$ cat src/shared/lowv_pkg.sv
// Constants shared by the low-voltage supervision block
package lowv_pkg;
  // Register indices on the local port (addr[1:0])
  localparam logic [1:0] CTRL_IDX   = 2'h0;
  localparam logic [1:0] STATUS_IDX = 2'h1;
  localparam logic [1:0] MASK_IDX   = 2'h2;
  localparam logic [1:0] OPT_IDX    = 2'h3;
  // Access kinds on the local port (addr[3:2])
  localparam logic [1:0] OP_WORD  = 2'h0;
  localparam logic [1:0] OP_SET   = 2'h1;
  localparam logic [1:0] OP_CLEAR = 2'h2;
  // Control register fields
  localparam int CTRL_IE_BIT  = 3;
  localparam int CTRL_EN_BIT  = 2;
  localparam int CTRL_THR_LSB = 0;
  localparam logic [7:0] CTRL_RESET = 8'h00;
  localparam logic [7:0] CTRL_WMASK = 8'h0F;
  // Status and wake control register fields
  localparam int ST_STATE_N_BIT = 7;
  localparam int ST_FLAG_BIT    = 6;
  localparam int ST_AUX_BIT     = 5;
  localparam int ST_AUX_WE3_BIT = 3;
  localparam int ST_AUX_WE1_BIT = 1;
  localparam int ST_WAKE_BIT    = 0;
  localparam logic [7:0] MASK_RESET = 8'hFF;
  // Option word 0 fields
  localparam int OPT0_BOR_LSB = 11;
  localparam int OPT0_INSTRUCTION_PERIOD_SELECT_BIT = 8;
  localparam logic [1:0] BOR_POR_ONLY = 2'h3;
  // Option word 2 fields
  localparam int OPT2_NRM_BIT   = 9;
  localparam int OPT2_RSTEN_BIT = 8;
  localparam int OPT2_WDT_BIT   = 6;
  localparam int OPT2_ID_LSB    = 0;
  localparam int OPT2_ID_W      = 6;
  // Interrupt vector of the detector
  localparam logic [9:0] LOWV_VECTOR = 10'h021;
  // Timing
  localparam int CLK_PERIOD_PS  = 5000;
  localparam int BOR_FILTER_NS  = 10000;
  localparam int BOR_FILTER_CYC = (BOR_FILTER_NS * 1000 + CLK_PERIOD_PS - 1) / CLK_PERIOD_PS;
  localparam int BOR_CNT_W      = $clog2(BOR_FILTER_CYC + 1);
  typedef enum logic [1:0] {
    BOR_OK   = 2'b00,
    BOR_FILT = 2'b01,
    BOR_HOLD = 2'b11
  } bor_state_e;
endpackage : lowv_pkg

$ cat src/lowv_supervisor.sv
// Low-voltage detector, brownout reset and option word decode
//
// Functional notes
// - Option word 2 bit 9 selects noise rejection: 0 mode 2, 1 mode 1.
// - Option word 2 bit 8: 0 reset pin is reset input, 1 general pin.
// - Option word 2 bit 6: 1 gives 18 ms watchdog, 0 gives 4.5 ms.
// - Option word 2 bits 5..0 are a customer code with no effect.
// - Supply below reset level 10 us enters reset until above release.
// - Option word 0 bits 12..11 pick brownout levels; 11 means disabled.
// - Control bit 2 enables the low-voltage detector.
// - Control bit 3 enables the detector interrupt; readable and writable.
// - Control bits 1..0 pick detection threshold 2.2/3.3/4.0/4.5 V.
// - Status bit 7 reads 0 while supply below threshold, else 1; here it also reads 1 while the detector is disabled or idle in sleep.
// - Status bit 6 flag sets on drop; software may only clear bits 6,5, never set them.
// - Status register reads as contents ANDed with the mask register.
// - With wake enable, detector runs in sleep, sets flag and wakes.
// - Any system reset clears the low-voltage flag.
// - Flag, enable and global enable branch to vector 021H next.
// - Enable and disable instructions switch global interrupts.
// - Instructions are 13-bit words, one cycle of two or four periods.
// - Control bits 3..0, mask bits and status bits 3,1,0 may be set, cleared and tested directly.
// - Option word 0 bit 8: 0 two periods per cycle, 1 four.
`timescale 1ns/1ps
module lowv_supervisor
  import lowv_pkg::*;
#(
  parameter int ADDR_W = 4
) (
  input  wire logic              clk,
  input  wire logic              rst,
  input  wire logic [12:0]       opt_word0,
  input  wire logic [12:0]       opt_word2,
  input  wire logic [ADDR_W-1:0] addr,
  input  wire logic [7:0]        wdata,
  input  wire logic              wr,
  input  wire logic              rd,
  output logic      [7:0]        rdata,
  input  wire logic              below_detect_level,
  input  wire logic              below_reset_level,
  input  wire logic              above_release_level,
  input  wire logic              shared_reset_pin_i,
  input  wire logic              shared_reset_pin_drive_low,
  output logic                   shared_reset_pin_o,
  output logic                   shared_reset_pin_oe,
  input  wire logic              aux_irq_event,
  input  wire logic              sleep_instruction,
  input  wire logic              global_irq_on_instruction,
  input  wire logic              global_irq_off_instruction,
  output logic                   instr_cycle_en,
  output logic                   lowv_branch,
  output logic      [9:0]        lowv_branch_vector,
  output logic                   wake_req,
  output logic                   sys_reset,
  output logic      [1:0]        brownout_level_select,
  output logic      [1:0]        lowv_threshold_select,
  output logic                   lowv_detector_enable,
  output logic                   noise_reject_select,
  output logic                   reset_pin_function_select,
  output logic                   watchdog_period_select,
  output logic      [5:0]        customer_code_bits
);

  // Synchronisers for asynchronous comparator and pin levels
  localparam int NSYNC = 4;
  // Reset to the idle level of each input: a zero on the pin bit would
  // fake a pin reset for two cycles after every release of rst
  localparam logic [NSYNC-1:0] SYNC_IDLE = 4'hC;
  logic [NSYNC-1:0] sync1_r;
  logic [NSYNC-1:0] sync2_r;
  logic [NSYNC-1:0] async_in;
  assign async_in = {shared_reset_pin_i, above_release_level,
                     below_reset_level, below_detect_level};

  genvar gi;
  generate
    for (gi = 0; gi < NSYNC; gi++) begin : g_sync
      always_ff @(posedge clk) begin
        if (rst) begin
          sync1_r[gi] <= SYNC_IDLE[gi];
          sync2_r[gi] <= SYNC_IDLE[gi];
        end else begin
          sync1_r[gi] <= async_in[gi];
          sync2_r[gi] <= sync1_r[gi];
        end
      end
    end
  endgenerate

  logic below_det_s;
  logic below_rst_s;
  logic above_rel_s;
  logic pin_level_s;
  assign below_det_s = sync2_r[0];
  assign below_rst_s = sync2_r[1];
  assign above_rel_s = sync2_r[2];
  assign pin_level_s = sync2_r[3];

  // Option word decode; option words are static after power-up
  assign noise_reject_select       = opt_word2[OPT2_NRM_BIT];
  assign reset_pin_function_select = opt_word2[OPT2_RSTEN_BIT];
  assign watchdog_period_select    = opt_word2[OPT2_WDT_BIT];
  assign customer_code_bits = opt_word2[OPT2_ID_LSB +: OPT2_ID_W];
  assign brownout_level_select = opt_word0[OPT0_BOR_LSB +: 2];

  // Shared reset pin: open-drain only when used as a general pin
  assign shared_reset_pin_o  = 1'b0;
  assign shared_reset_pin_oe = reset_pin_function_select
                               & shared_reset_pin_drive_low;

  // Brownout reset filter and hold
  bor_state_e            bor_r;
  bor_state_e            bor_nxt;
  logic [BOR_CNT_W-1:0]  bor_cnt_r;
  logic [BOR_CNT_W-1:0]  bor_cnt_nxt;
  logic                  bor_enabled;
  assign bor_enabled = (brownout_level_select != BOR_POR_ONLY);

  always_comb begin
    bor_nxt     = bor_r;
    bor_cnt_nxt = bor_cnt_r;
    unique case (bor_r)
      BOR_OK: begin
        bor_cnt_nxt = '0;
        if (bor_enabled && below_rst_s) begin
          bor_nxt = BOR_FILT;
        end
      end
      BOR_FILT: begin
        if (!bor_enabled || !below_rst_s) begin
          bor_nxt = BOR_OK;
        // One cycle goes to entering the filter, so the count ends two short
        end else if (bor_cnt_r == BOR_CNT_W'(BOR_FILTER_CYC - 2)) begin
          bor_nxt = BOR_HOLD;
        end else begin
          bor_cnt_nxt = bor_cnt_r + 1'b1;
        end
      end
      BOR_HOLD: begin
        // Held until the supply is back above the release level
        if (!bor_enabled || (above_rel_s && !below_rst_s)) begin
          bor_nxt = BOR_OK;
        end
      end
      default: begin
        bor_nxt = BOR_OK;
      end
    endcase
  end

  always_ff @(posedge clk) begin
    if (rst) begin
      bor_r     <= BOR_OK;
      bor_cnt_r <= '0;
    end else begin
      bor_r     <= bor_nxt;
      bor_cnt_r <= bor_cnt_nxt;
    end
  end

  logic pin_reset;
  assign pin_reset = !reset_pin_function_select && !pin_level_s;
  // Pin and brownout resets arrive through the synchronisers, two cycles late
  assign sys_reset = rst || (bor_r == BOR_HOLD) || pin_reset;

  // Instruction cycle enable from the oscillator clock
  logic [1:0] div_r;
  logic [1:0] div_nxt;
  logic       four_per_cycle;
  assign four_per_cycle = opt_word0[OPT0_INSTRUCTION_PERIOD_SELECT_BIT];

  always_comb begin
    div_nxt = div_r + 2'h1;
    if (instr_cycle_en) begin
      div_nxt = 2'h0;
    end
  end

  // Two periods per cycle by default on this path, four when selected
  assign instr_cycle_en = four_per_cycle ? (div_r == 2'h3)
                                         : (div_r == 2'h1);

  always_ff @(posedge clk) begin
    if (sys_reset) begin
      div_r <= 2'h0;
    end else begin
      div_r <= div_nxt;
    end
  end

  // Register access decode
  logic [1:0] reg_idx;
  logic [1:0] acc_op;
  logic [7:0] bit_sel;
  assign reg_idx = addr[1:0];
  assign acc_op  = addr[3:2];
  assign bit_sel = 8'h01 << wdata[2:0];

  // Value a write access would leave in a register
  function automatic logic [7:0] apply_write(input logic [7:0] cur,
                                             input logic [1:0] op,
                                             input logic [7:0] wd,
                                             input logic [7:0] bsel);
    logic [7:0] res;
    res = cur;
    unique case (op)
      OP_WORD:  res = wd;
      OP_SET:   res = cur | bsel;
      OP_CLEAR: res = cur & ~bsel;
      default:  res = cur;
    endcase
    return res;
  endfunction : apply_write

  // Control, mask and status storage
  logic [7:0] ctrl_r;
  logic [7:0] ctrl_nxt;
  logic [7:0] mask_r;
  logic [7:0] mask_nxt;
  logic       flag_r;
  logic       flag_nxt;
  logic       aux_flag_r;
  logic       aux_flag_nxt;
  logic [2:0] wake_en_r;
  logic [2:0] wake_en_nxt;
  logic       gie_r;
  logic       gie_nxt;
  logic       below_prev_r;
  logic       below_prev_nxt;
  logic [7:0] status_raw;
  logic [7:0] status_new;
  logic       wr_ctrl;
  logic       wr_stat;
  logic       wr_mask;

  assign lowv_threshold_select = ctrl_r[CTRL_THR_LSB +: 2];
  assign lowv_detector_enable  = ctrl_r[CTRL_EN_BIT];

  assign wr_ctrl = wr && (reg_idx == CTRL_IDX);
  assign wr_stat = wr && (reg_idx == STATUS_IDX);
  assign wr_mask = wr && (reg_idx == MASK_IDX);

  // Detector activity: in sleep it runs only with wake enabled
  logic det_active;
  logic below_now;
  logic drop_event;
  assign det_active = lowv_detector_enable
                      && (!sleep_instruction || wake_en_r[0]);
  assign below_now  = det_active && below_det_s;
  // Edge, not level: a supply that stays low sets the flag only once
  assign drop_event = below_now && !below_prev_r;

  logic state_n;
  assign state_n = !below_now;

  always_comb begin
    status_raw = 8'h00;
    status_raw[ST_STATE_N_BIT] = state_n;
    status_raw[ST_FLAG_BIT]    = flag_r;
    status_raw[ST_AUX_BIT]     = aux_flag_r;
    status_raw[ST_AUX_WE3_BIT] = wake_en_r[2];
    status_raw[ST_AUX_WE1_BIT] = wake_en_r[1];
    status_raw[ST_WAKE_BIT]    = wake_en_r[0];
  end

  assign status_new = apply_write(status_raw, acc_op, wdata, bit_sel);

  always_comb begin
    ctrl_nxt       = ctrl_r;
    mask_nxt       = mask_r;
    flag_nxt       = flag_r;
    aux_flag_nxt   = aux_flag_r;
    wake_en_nxt    = wake_en_r;
    gie_nxt        = gie_r;
    below_prev_nxt = below_now;
    if (wr_ctrl) begin
      ctrl_nxt = apply_write(ctrl_r, acc_op, wdata, bit_sel)
                 & CTRL_WMASK;
    end
    if (wr_mask) begin
      mask_nxt = apply_write(mask_r, acc_op, wdata, bit_sel);
    end
    if (wr_stat) begin
      // Flags may only be cleared; state bit is read-only
      flag_nxt     = flag_r & status_new[ST_FLAG_BIT];
      aux_flag_nxt = aux_flag_r & status_new[ST_AUX_BIT];
      wake_en_nxt  = {status_new[ST_AUX_WE3_BIT],
                      status_new[ST_AUX_WE1_BIT],
                      status_new[ST_WAKE_BIT]};
    end
    // A hardware set in the same cycle as a clear wins
    if (drop_event) begin
      flag_nxt = 1'b1;
    end
    if (aux_irq_event) begin
      aux_flag_nxt = 1'b1;
    end
    if (global_irq_on_instruction) begin
      gie_nxt = 1'b1;
    end
    // Taking the branch drops global enable, as interrupt entry does
    if (global_irq_off_instruction || lowv_branch) begin
      gie_nxt = 1'b0;
    end
  end

  // System reset, brownout and pin reset included, clears the flags
  always_ff @(posedge clk) begin
    if (sys_reset) begin
      ctrl_r       <= CTRL_RESET;
      mask_r       <= MASK_RESET;
      flag_r       <= 1'b0;
      aux_flag_r   <= 1'b0;
      wake_en_r    <= 3'h0;
      gie_r        <= 1'b0;
      below_prev_r <= 1'b0;
    end else begin
      ctrl_r       <= ctrl_nxt;
      mask_r       <= mask_nxt;
      flag_r       <= flag_nxt;
      aux_flag_r   <= aux_flag_nxt;
      wake_en_r    <= wake_en_nxt;
      gie_r        <= gie_nxt;
      below_prev_r <= below_prev_nxt;
    end
  end

  // Branch request at the next instruction boundary
  assign lowv_branch = instr_cycle_en && flag_r && ctrl_r[CTRL_IE_BIT]
                       && gie_r;
  assign lowv_branch_vector = LOWV_VECTOR;

  // Wake from sleep on the drop when wake is enabled
  logic wake_nxt;
  logic wake_r;
  assign wake_nxt = sleep_instruction && wake_en_r[0] && drop_event;
  always_ff @(posedge clk) begin
    if (sys_reset) begin
      wake_r <= 1'b0;
    end else begin
      wake_r <= wake_nxt;
    end
  end
  assign wake_req = wake_r;

  // Read data, valid the cycle after the read strobe only
  // Cleared by rst only; with no read pending it holds 0 anyway
  logic [7:0] rdata_nxt;
  logic [7:0] rdata_r;
  always_comb begin
    rdata_nxt = 8'h00;
    if (rd) begin
      unique case (reg_idx)
        CTRL_IDX:   rdata_nxt = ctrl_r & CTRL_WMASK;
        STATUS_IDX: rdata_nxt = status_raw & mask_r;
        MASK_IDX:   rdata_nxt = mask_r;
        OPT_IDX:    rdata_nxt = {2'h0, customer_code_bits};
        default:    rdata_nxt = 8'h00;
      endcase
    end
  end

  always_ff @(posedge clk) begin
    if (rst) begin
      rdata_r <= 8'h00;
    end else begin
      rdata_r <= rdata_nxt;
    end
  end
  assign rdata = rdata_r;

endmodule : lowv_supervisor
$ cat config.mk
export PLATFORM = sky130hd
export DESIGN_NAME = lowv_supervisor
export DESIGN_NICKNAME = d
export VERILOG_FILES = /design/src/shared/lowv_pkg.sv /design/src/lowv_supervisor.sv
export SDC_FILE = /design/constraint.sdc
export NUM_CORES = 1
export LEC_CHECK = 0
export ABC_AREA = 1
export BUFFER_PORTS_ARGS = -buffer_cell sky130_fd_sc_hd__buf_2
export CAP_MARGIN = 40
export CORE_MARGIN = 3
export CORE_UTILIZATION = 50
export DETAILED_ROUTE_END_ITERATION = 6
export PLACE_DENSITY = 0.85
export SYNTH_ARGS = -nofsm -noshare
export SYNTH_HDL_FRONTEND = slang
export SYNTH_SLANG_ARGS = --single-unit
$ cat constraint.sdc
create_clock -name clk -period 1.56 [get_ports clk]
set_input_delay 0.234 -clock clk [delete_from_list [all_inputs] [get_ports clk]]
set_output_delay 0.234 -clock clk [all_outputs]
set_load 0.1 [all_outputs]
# --- Yosys cells after proc, flatten, opt, wreduce, memory -nomap -nowiden ---
# Cells that the tools add are included.
totals:
  out_inout_bits: 38
  in_bits: 51
  wordCells: 110
  ff_bits: 51
classes:
  mux: 17
  add_sub_neg: 2
  n_bitwise: 12
  n_eq_ne: 16
  reduce_logical: 42
  n_shift: 1
op_table:
  columns: ["operator", "count"]
  rows:
  - ["$pmux W8 S4", 1]
  - ["$pmux W8 S3", 1]
  - ["$mux W11", 2]
  - ["$pmux W11 S2", 1]
  - ["$pmux W7 S3", 1]
  - ["$and A8 B8 Y8", 2]
  - ["$logic_and A1 B1 Y1", 14]
  - ["$pmux W4 S3", 1]
  - ["$add A11 B1 Y11 const B", 1]
  - ["$eq A11 B11 Y1 const B", 1]
  - ["$eq A2 B2 Y1 const B", 5]
  - ["$ne A2 B2 Y1 const B", 5]
  - ["$eq A2 B1 Y1 const B", 4]
  - ["$mux W2", 4]
  - ["$not A8 Y8", 1]
  - ["$or A8 B8 Y8", 1]
  - ["$shl A1 B3 Y8 const A", 1]
  - ["$and A7 B7 Y7", 1]
  - ["$logic_not A1 Y1", 7]
  - ["$or A7 B7 Y7", 1]
  - ["$logic_not A2 Y1", 3]
  - ["$logic_or A1 B1 Y1", 6]
  - ["$pmux W2 S3", 1]
  - ["$reduce_and A2 Y1", 3]
  - ["11 further kinds", 22]

# --- Logic depth before layout (Yosys ltp) ---
logic_depth:
  word_depth: 7
  depth_mapped: 10
  depth_no_buf: 10

# --- Least setup slack after synthesis ---
# No wires, ideal clock.
synth_timing:
  path_kind: "reg-to-reg"
  from: "register div_r[1]"
  to: "register gie_r"
  required_time_ns: 1.365
  setup_time_ns: 0.195
  stages_incl_launch_ff: 5
  n_path_buf: 0
  synth_period_minus_slack_ns: 2.063
  setup_slack_ns: -0.503
  arrival_time_ns: 1.868
  path_cell_list: "dfxtp_1 or2_2 nand3_1 nor2_1 nor4_1"
synth_via:
  elab_chain_len: 7
  elab_cells_between_ends: 8
  cone_classes: "eq/ne (2); mux (1); reduce/logical (5)"
synth_rtl:
  columns: ["element", "line", "source"]
  rows:
  - ["from (decl)", "lowv_supervisor.sv:166", "logic [1:0] div_r;"]
  - ["from (signal assigned)", "lowv_supervisor.sv:186", "div_r <= div_nxt;"]
  - ["$eq A2 B1 Y1 or $eq A2 B2 Y1 (tied branches)", "lowv_supervisor.sv:180, lowv_supervisor.sv:179", null]
  - ["$mux W1 (*)", "lowv_supervisor.sv:179", "assign instr_cycle_en = four_per_cycle ? (div_r == 2'h3)"]
  - ["$logic_and A1 B1 Y1 (*) (2 in a row)", "lowv_supervisor.sv:328", "assign lowv_branch = instr_cycle_en && flag_r && ctrl_r[CTRL_IE_BIT]"]
  - ["$logic_and A1 B1 Y1 (*)", "lowv_supervisor.sv:329", "&& gie_r;"]
  - ["net lowv_branch", "lowv_supervisor.sv:50", "output logic lowv_branch,"]
  - ["$logic_or A1 B1 Y1 (*)", "lowv_supervisor.sv:301", "if (global_irq_off_instruction || lowv_branch) begin"]
  - ["$reduce_or A2 Y1 (no source line) (*)", null, null]
  - ["to (signal assigned)", "lowv_supervisor.sv:322", "gie_r <= gie_nxt;"]
  - ["to (decl)", "lowv_supervisor.sv:225", "logic gie_r;"]
# Mark *: on every way through the listed nets, which the timed path passes. The rest lies on a longest branch.
# A chain may end at the register's enable or synchronous reset.

# --- Worst setup path in the final report ---
layout_timing:
  from: "register div_r[1]"
  to: "output port instr_cycle_en"
layout_via:
  elab_chain_len: 2
  elab_cells_between_ends: 3
  cone_classes: "eq/ne (2); mux (1)"
layout_rtl:
  columns: ["element", "line", "source"]
  rows:
  - ["$eq A2 B1 Y1 or $eq A2 B2 Y1 (tied branches)", "lowv_supervisor.sv:180, lowv_supervisor.sv:179", null]
  - ["$mux W1 (*)", "lowv_supervisor.sv:179", null]
  - ["to (decl)", "lowv_supervisor.sv:49", "output logic instr_cycle_en,"]
# Every way passes the cells marked *; elsewhere a longest branch is shown, timed or not.

==> reports/metrics.cfg <==
[pwr]
ir_drop_mv=0.561
p_leak_nw=1.60
p_total_mw=2.86
powerDensity_nw_per_um2=878

[detailed_routing]
drc=0
first_pass_iters=5
wl_per_cell_um=12.3
routed_via_density=5.13
wl_met3_um=468
top_layer=met4
ant_nets=0
drt_wl_total_um=6690
met2_length_um=3350
routed-via-count=2788
drt_iter0_drc=219
wl_met1_um=2780

[floorplan]
die_h_um=81.2
coreArea_um2=5300
rows=26
dieWidth_um=81.2
dieArea_um2=6590
io_pins=89
initial_core_util=0.533

[synth]
yosysMostFrequentCell=nand2_1
synth_cells=419
yosys.area.top_type=dfxtp_1
syn_area_um2=2830
ys_seq_area_frac=0.361
syn_avg_cell_area_um2=6.75
yosys_warnings=0
synth_seq_cells=51
ys_top_cells_by_count=96 x nand2_1, 64 x inv_1, 51 x dfxtp_1
synth.distinct_cells=33
yosys_most_used_dff=dfxtp_1
synth-edff-count=0
synth-async-reset-ratio=0
synth_top_area_frac=0.361
ys_top_cells_by_area=dfxtp_1 36%, nand2_1 13%, inv_1 8.5%

[worst_setup_path]
worstSetupStartpointType=flop
crit_type=flop to output pin
critical_path_arrival_ns=1.22
cp_max_fo=3
max_stage_delay_ns=0.34
r2r_slack_ns=0.11
required_ns=1.33
critical-path-slowest-cell=dfxtp_2
crit_path_end_kind=output pin
rr_worst_depth=9
cp_cell_sequence=or2_4, nand3_4, inv_1, buf_12
r2r_end=bor_cnt_r[2]
r2r_start=bor_cnt_r[0]

[cts]
insertion_delay_ns=0.31
clockRootBuffer=clkbuf_8
numCtsBuffers=5
htree_num_levels=2
clk_pin_slew_ns=0.09
cts_hold_buf=0
clock-sinks=51
cts_tree=yes
clockBufferDepth=2

[status]
status=finished clean

[layout]
design_area_um2=3260
diodes=0
fin_cells=543
layout-area-overhead-vs-synth_pct=15.4
drive_gt1_frac=0.220
fin_util=0.615
final_net_count=530

[sta]
rsz0062_at_grt=false
fin_setup_tns_ns=0
hold_slack_ns=0.0759
fmax_mhz=689
slew_viol_final=0
fin_ws_ns=0.108
setup_viol=0
min_period_ns=1.45
hold_viol_final=0
fin_worst_skew_ns=0.0138
fin_crit_sh=0.931

[placement]
dpl.hpwl_um=5250
pre_cts_ws_ns=0.0890
dpl-instance-area_um2=3140
port_buffers=59
place_congestion=0.923
place_inst=535

[global_route]
first_global_vias=2559
antenna_found_initial=0
grt_util_all_layers=0.216
grt_max_degree=15
grt_remaining_overflow=0
grt_pass1_wl_um=11200

[hold_path]
holdPathStages=2
hold_start=global_irq_off_instruction
hold_path.class=primary input to flop
hold_end=gie_r

[flow_run]
cap_violations=0

==> cell type report <==
class                           instances  area [um2]
Clock inverter                          1        5.00
Timing Repair Buffer                   68         408
Sequential cell                        51        1030
Inverter                               69         259
Multi-Input combinational cell        278        1390
Tap cell                               70        87.6
Fill cell                             497        2040
Clock buffer                            6        82.6
==> state kept, by name (all words and copies together) (netlist names), 2 cells and up <==
register   count
bor_cnt_r     11
bor_r          2
ctrl_r         4
div_r          2
mask_r         8
rdata          8
sync1_r        4
wake_en_r      3
==> power breakdown <==
group / internal [mW] / switching (mW)
registers: 1.35 / 0.0247
logic: 0.160 / 0.554
clock network: 0.349 / 0.429
==> routing by layer <==
| metal | vias up | global-route usage |
|---|---|---|
| met5 | - | 0 |
| met4 | 0 | 0.0726 |
| li1 | 1413 | - |
| met1 | 1257 | 0.260 |
| met3 | 10 | 0.0388 |
| met2 | 108 | 0.386 |
==> worst max-delay path by stage <==
| stage | start | to | slack, ns | depth (start not counted) |
|---|---|---|---|---|
| finish | div_r[1] | instr_cycle_en | 0.11 | 4 |
| CTS | div_r[1] | instr_cycle_en | 0.02 | 4 |
| global placement | addr[2] | ctrl_r[2] | 0.14 | 9 |
| floorplan | div_r[1] | instr_cycle_en | 0.13 | 3 |
| detailed placement | addr[2] | ctrl_r[3] | 0.09 | 9 |
| global route | bor_cnt_r[0] | bor_cnt_r[8] | 0.01 | 10 |
==> timing repair <==
item / CTS / global route
buffers inserted: 1 / 0
gates resized for setup: 1 / 6
endpoints found under the setup margin: 3 / 6
==> kinds of logic (layout without fill, tap and decap cells) <==
kind of cell / count (synthesis) / count (layout) / share of synthesized area
AOI/OAI and AO/OA: 79 / 79 / 0.158
adders and majority gates: 6 / 6 / 0.0265
and+or+nand+nor: 180 / 180 / 0.278
xor gates and xnor gates: 2 / 2 / 0.00620
buffers and inverters: 99 / 144 / 0.168
DFF: 51 / 51 / 0.361
other: 2 / 11 / 0.00266
==> cell usage in the layout (no fill, tap or decap), types with 2 or more instances in the layout <==
| cell type | instances |
|---|---|
| nand3_1 | 31 |
| inv_1 | 64 |
| buf_2 | 56 |
| buf_12 | 3 |
| conb_1 | 11 |
| nand3_2 | 2 |
| nor2_4 | 2 |
| a21oi_1 | 31 |
| nand4_1 | 2 |
| o21ai_1 | 3 |
| clkbuf_8 | 6 |
| nor2_1 | 30 |
| inv_2 | 5 |
| xor2_1 | 2 |
| nor3_2 | 2 |
| nor2_2 | 2 |
| nor3_1 | 2 |
| or2_2 | 5 |
| a22oi_1 | 2 |
| a21oi_2 | 3 |
| dfxtp_1 | 47 |
| dfxtp_2 | 4 |
| a31oi_1 | 6 |
| o21ai_0 | 24 |
| nand2_1 | 96 |
| o211ai_1 | 7 |
| ha_1 | 6 |
| buf_4 | 9 |
==> worst max-delay path: cells and delay by family, from the launching register on <==
family	cells	cell delay [ns]
DFF	1	0.34
and+or+nand+nor	2	0.34
buffers and inverters	2	0.23
(Power assumes the default switching activity.)
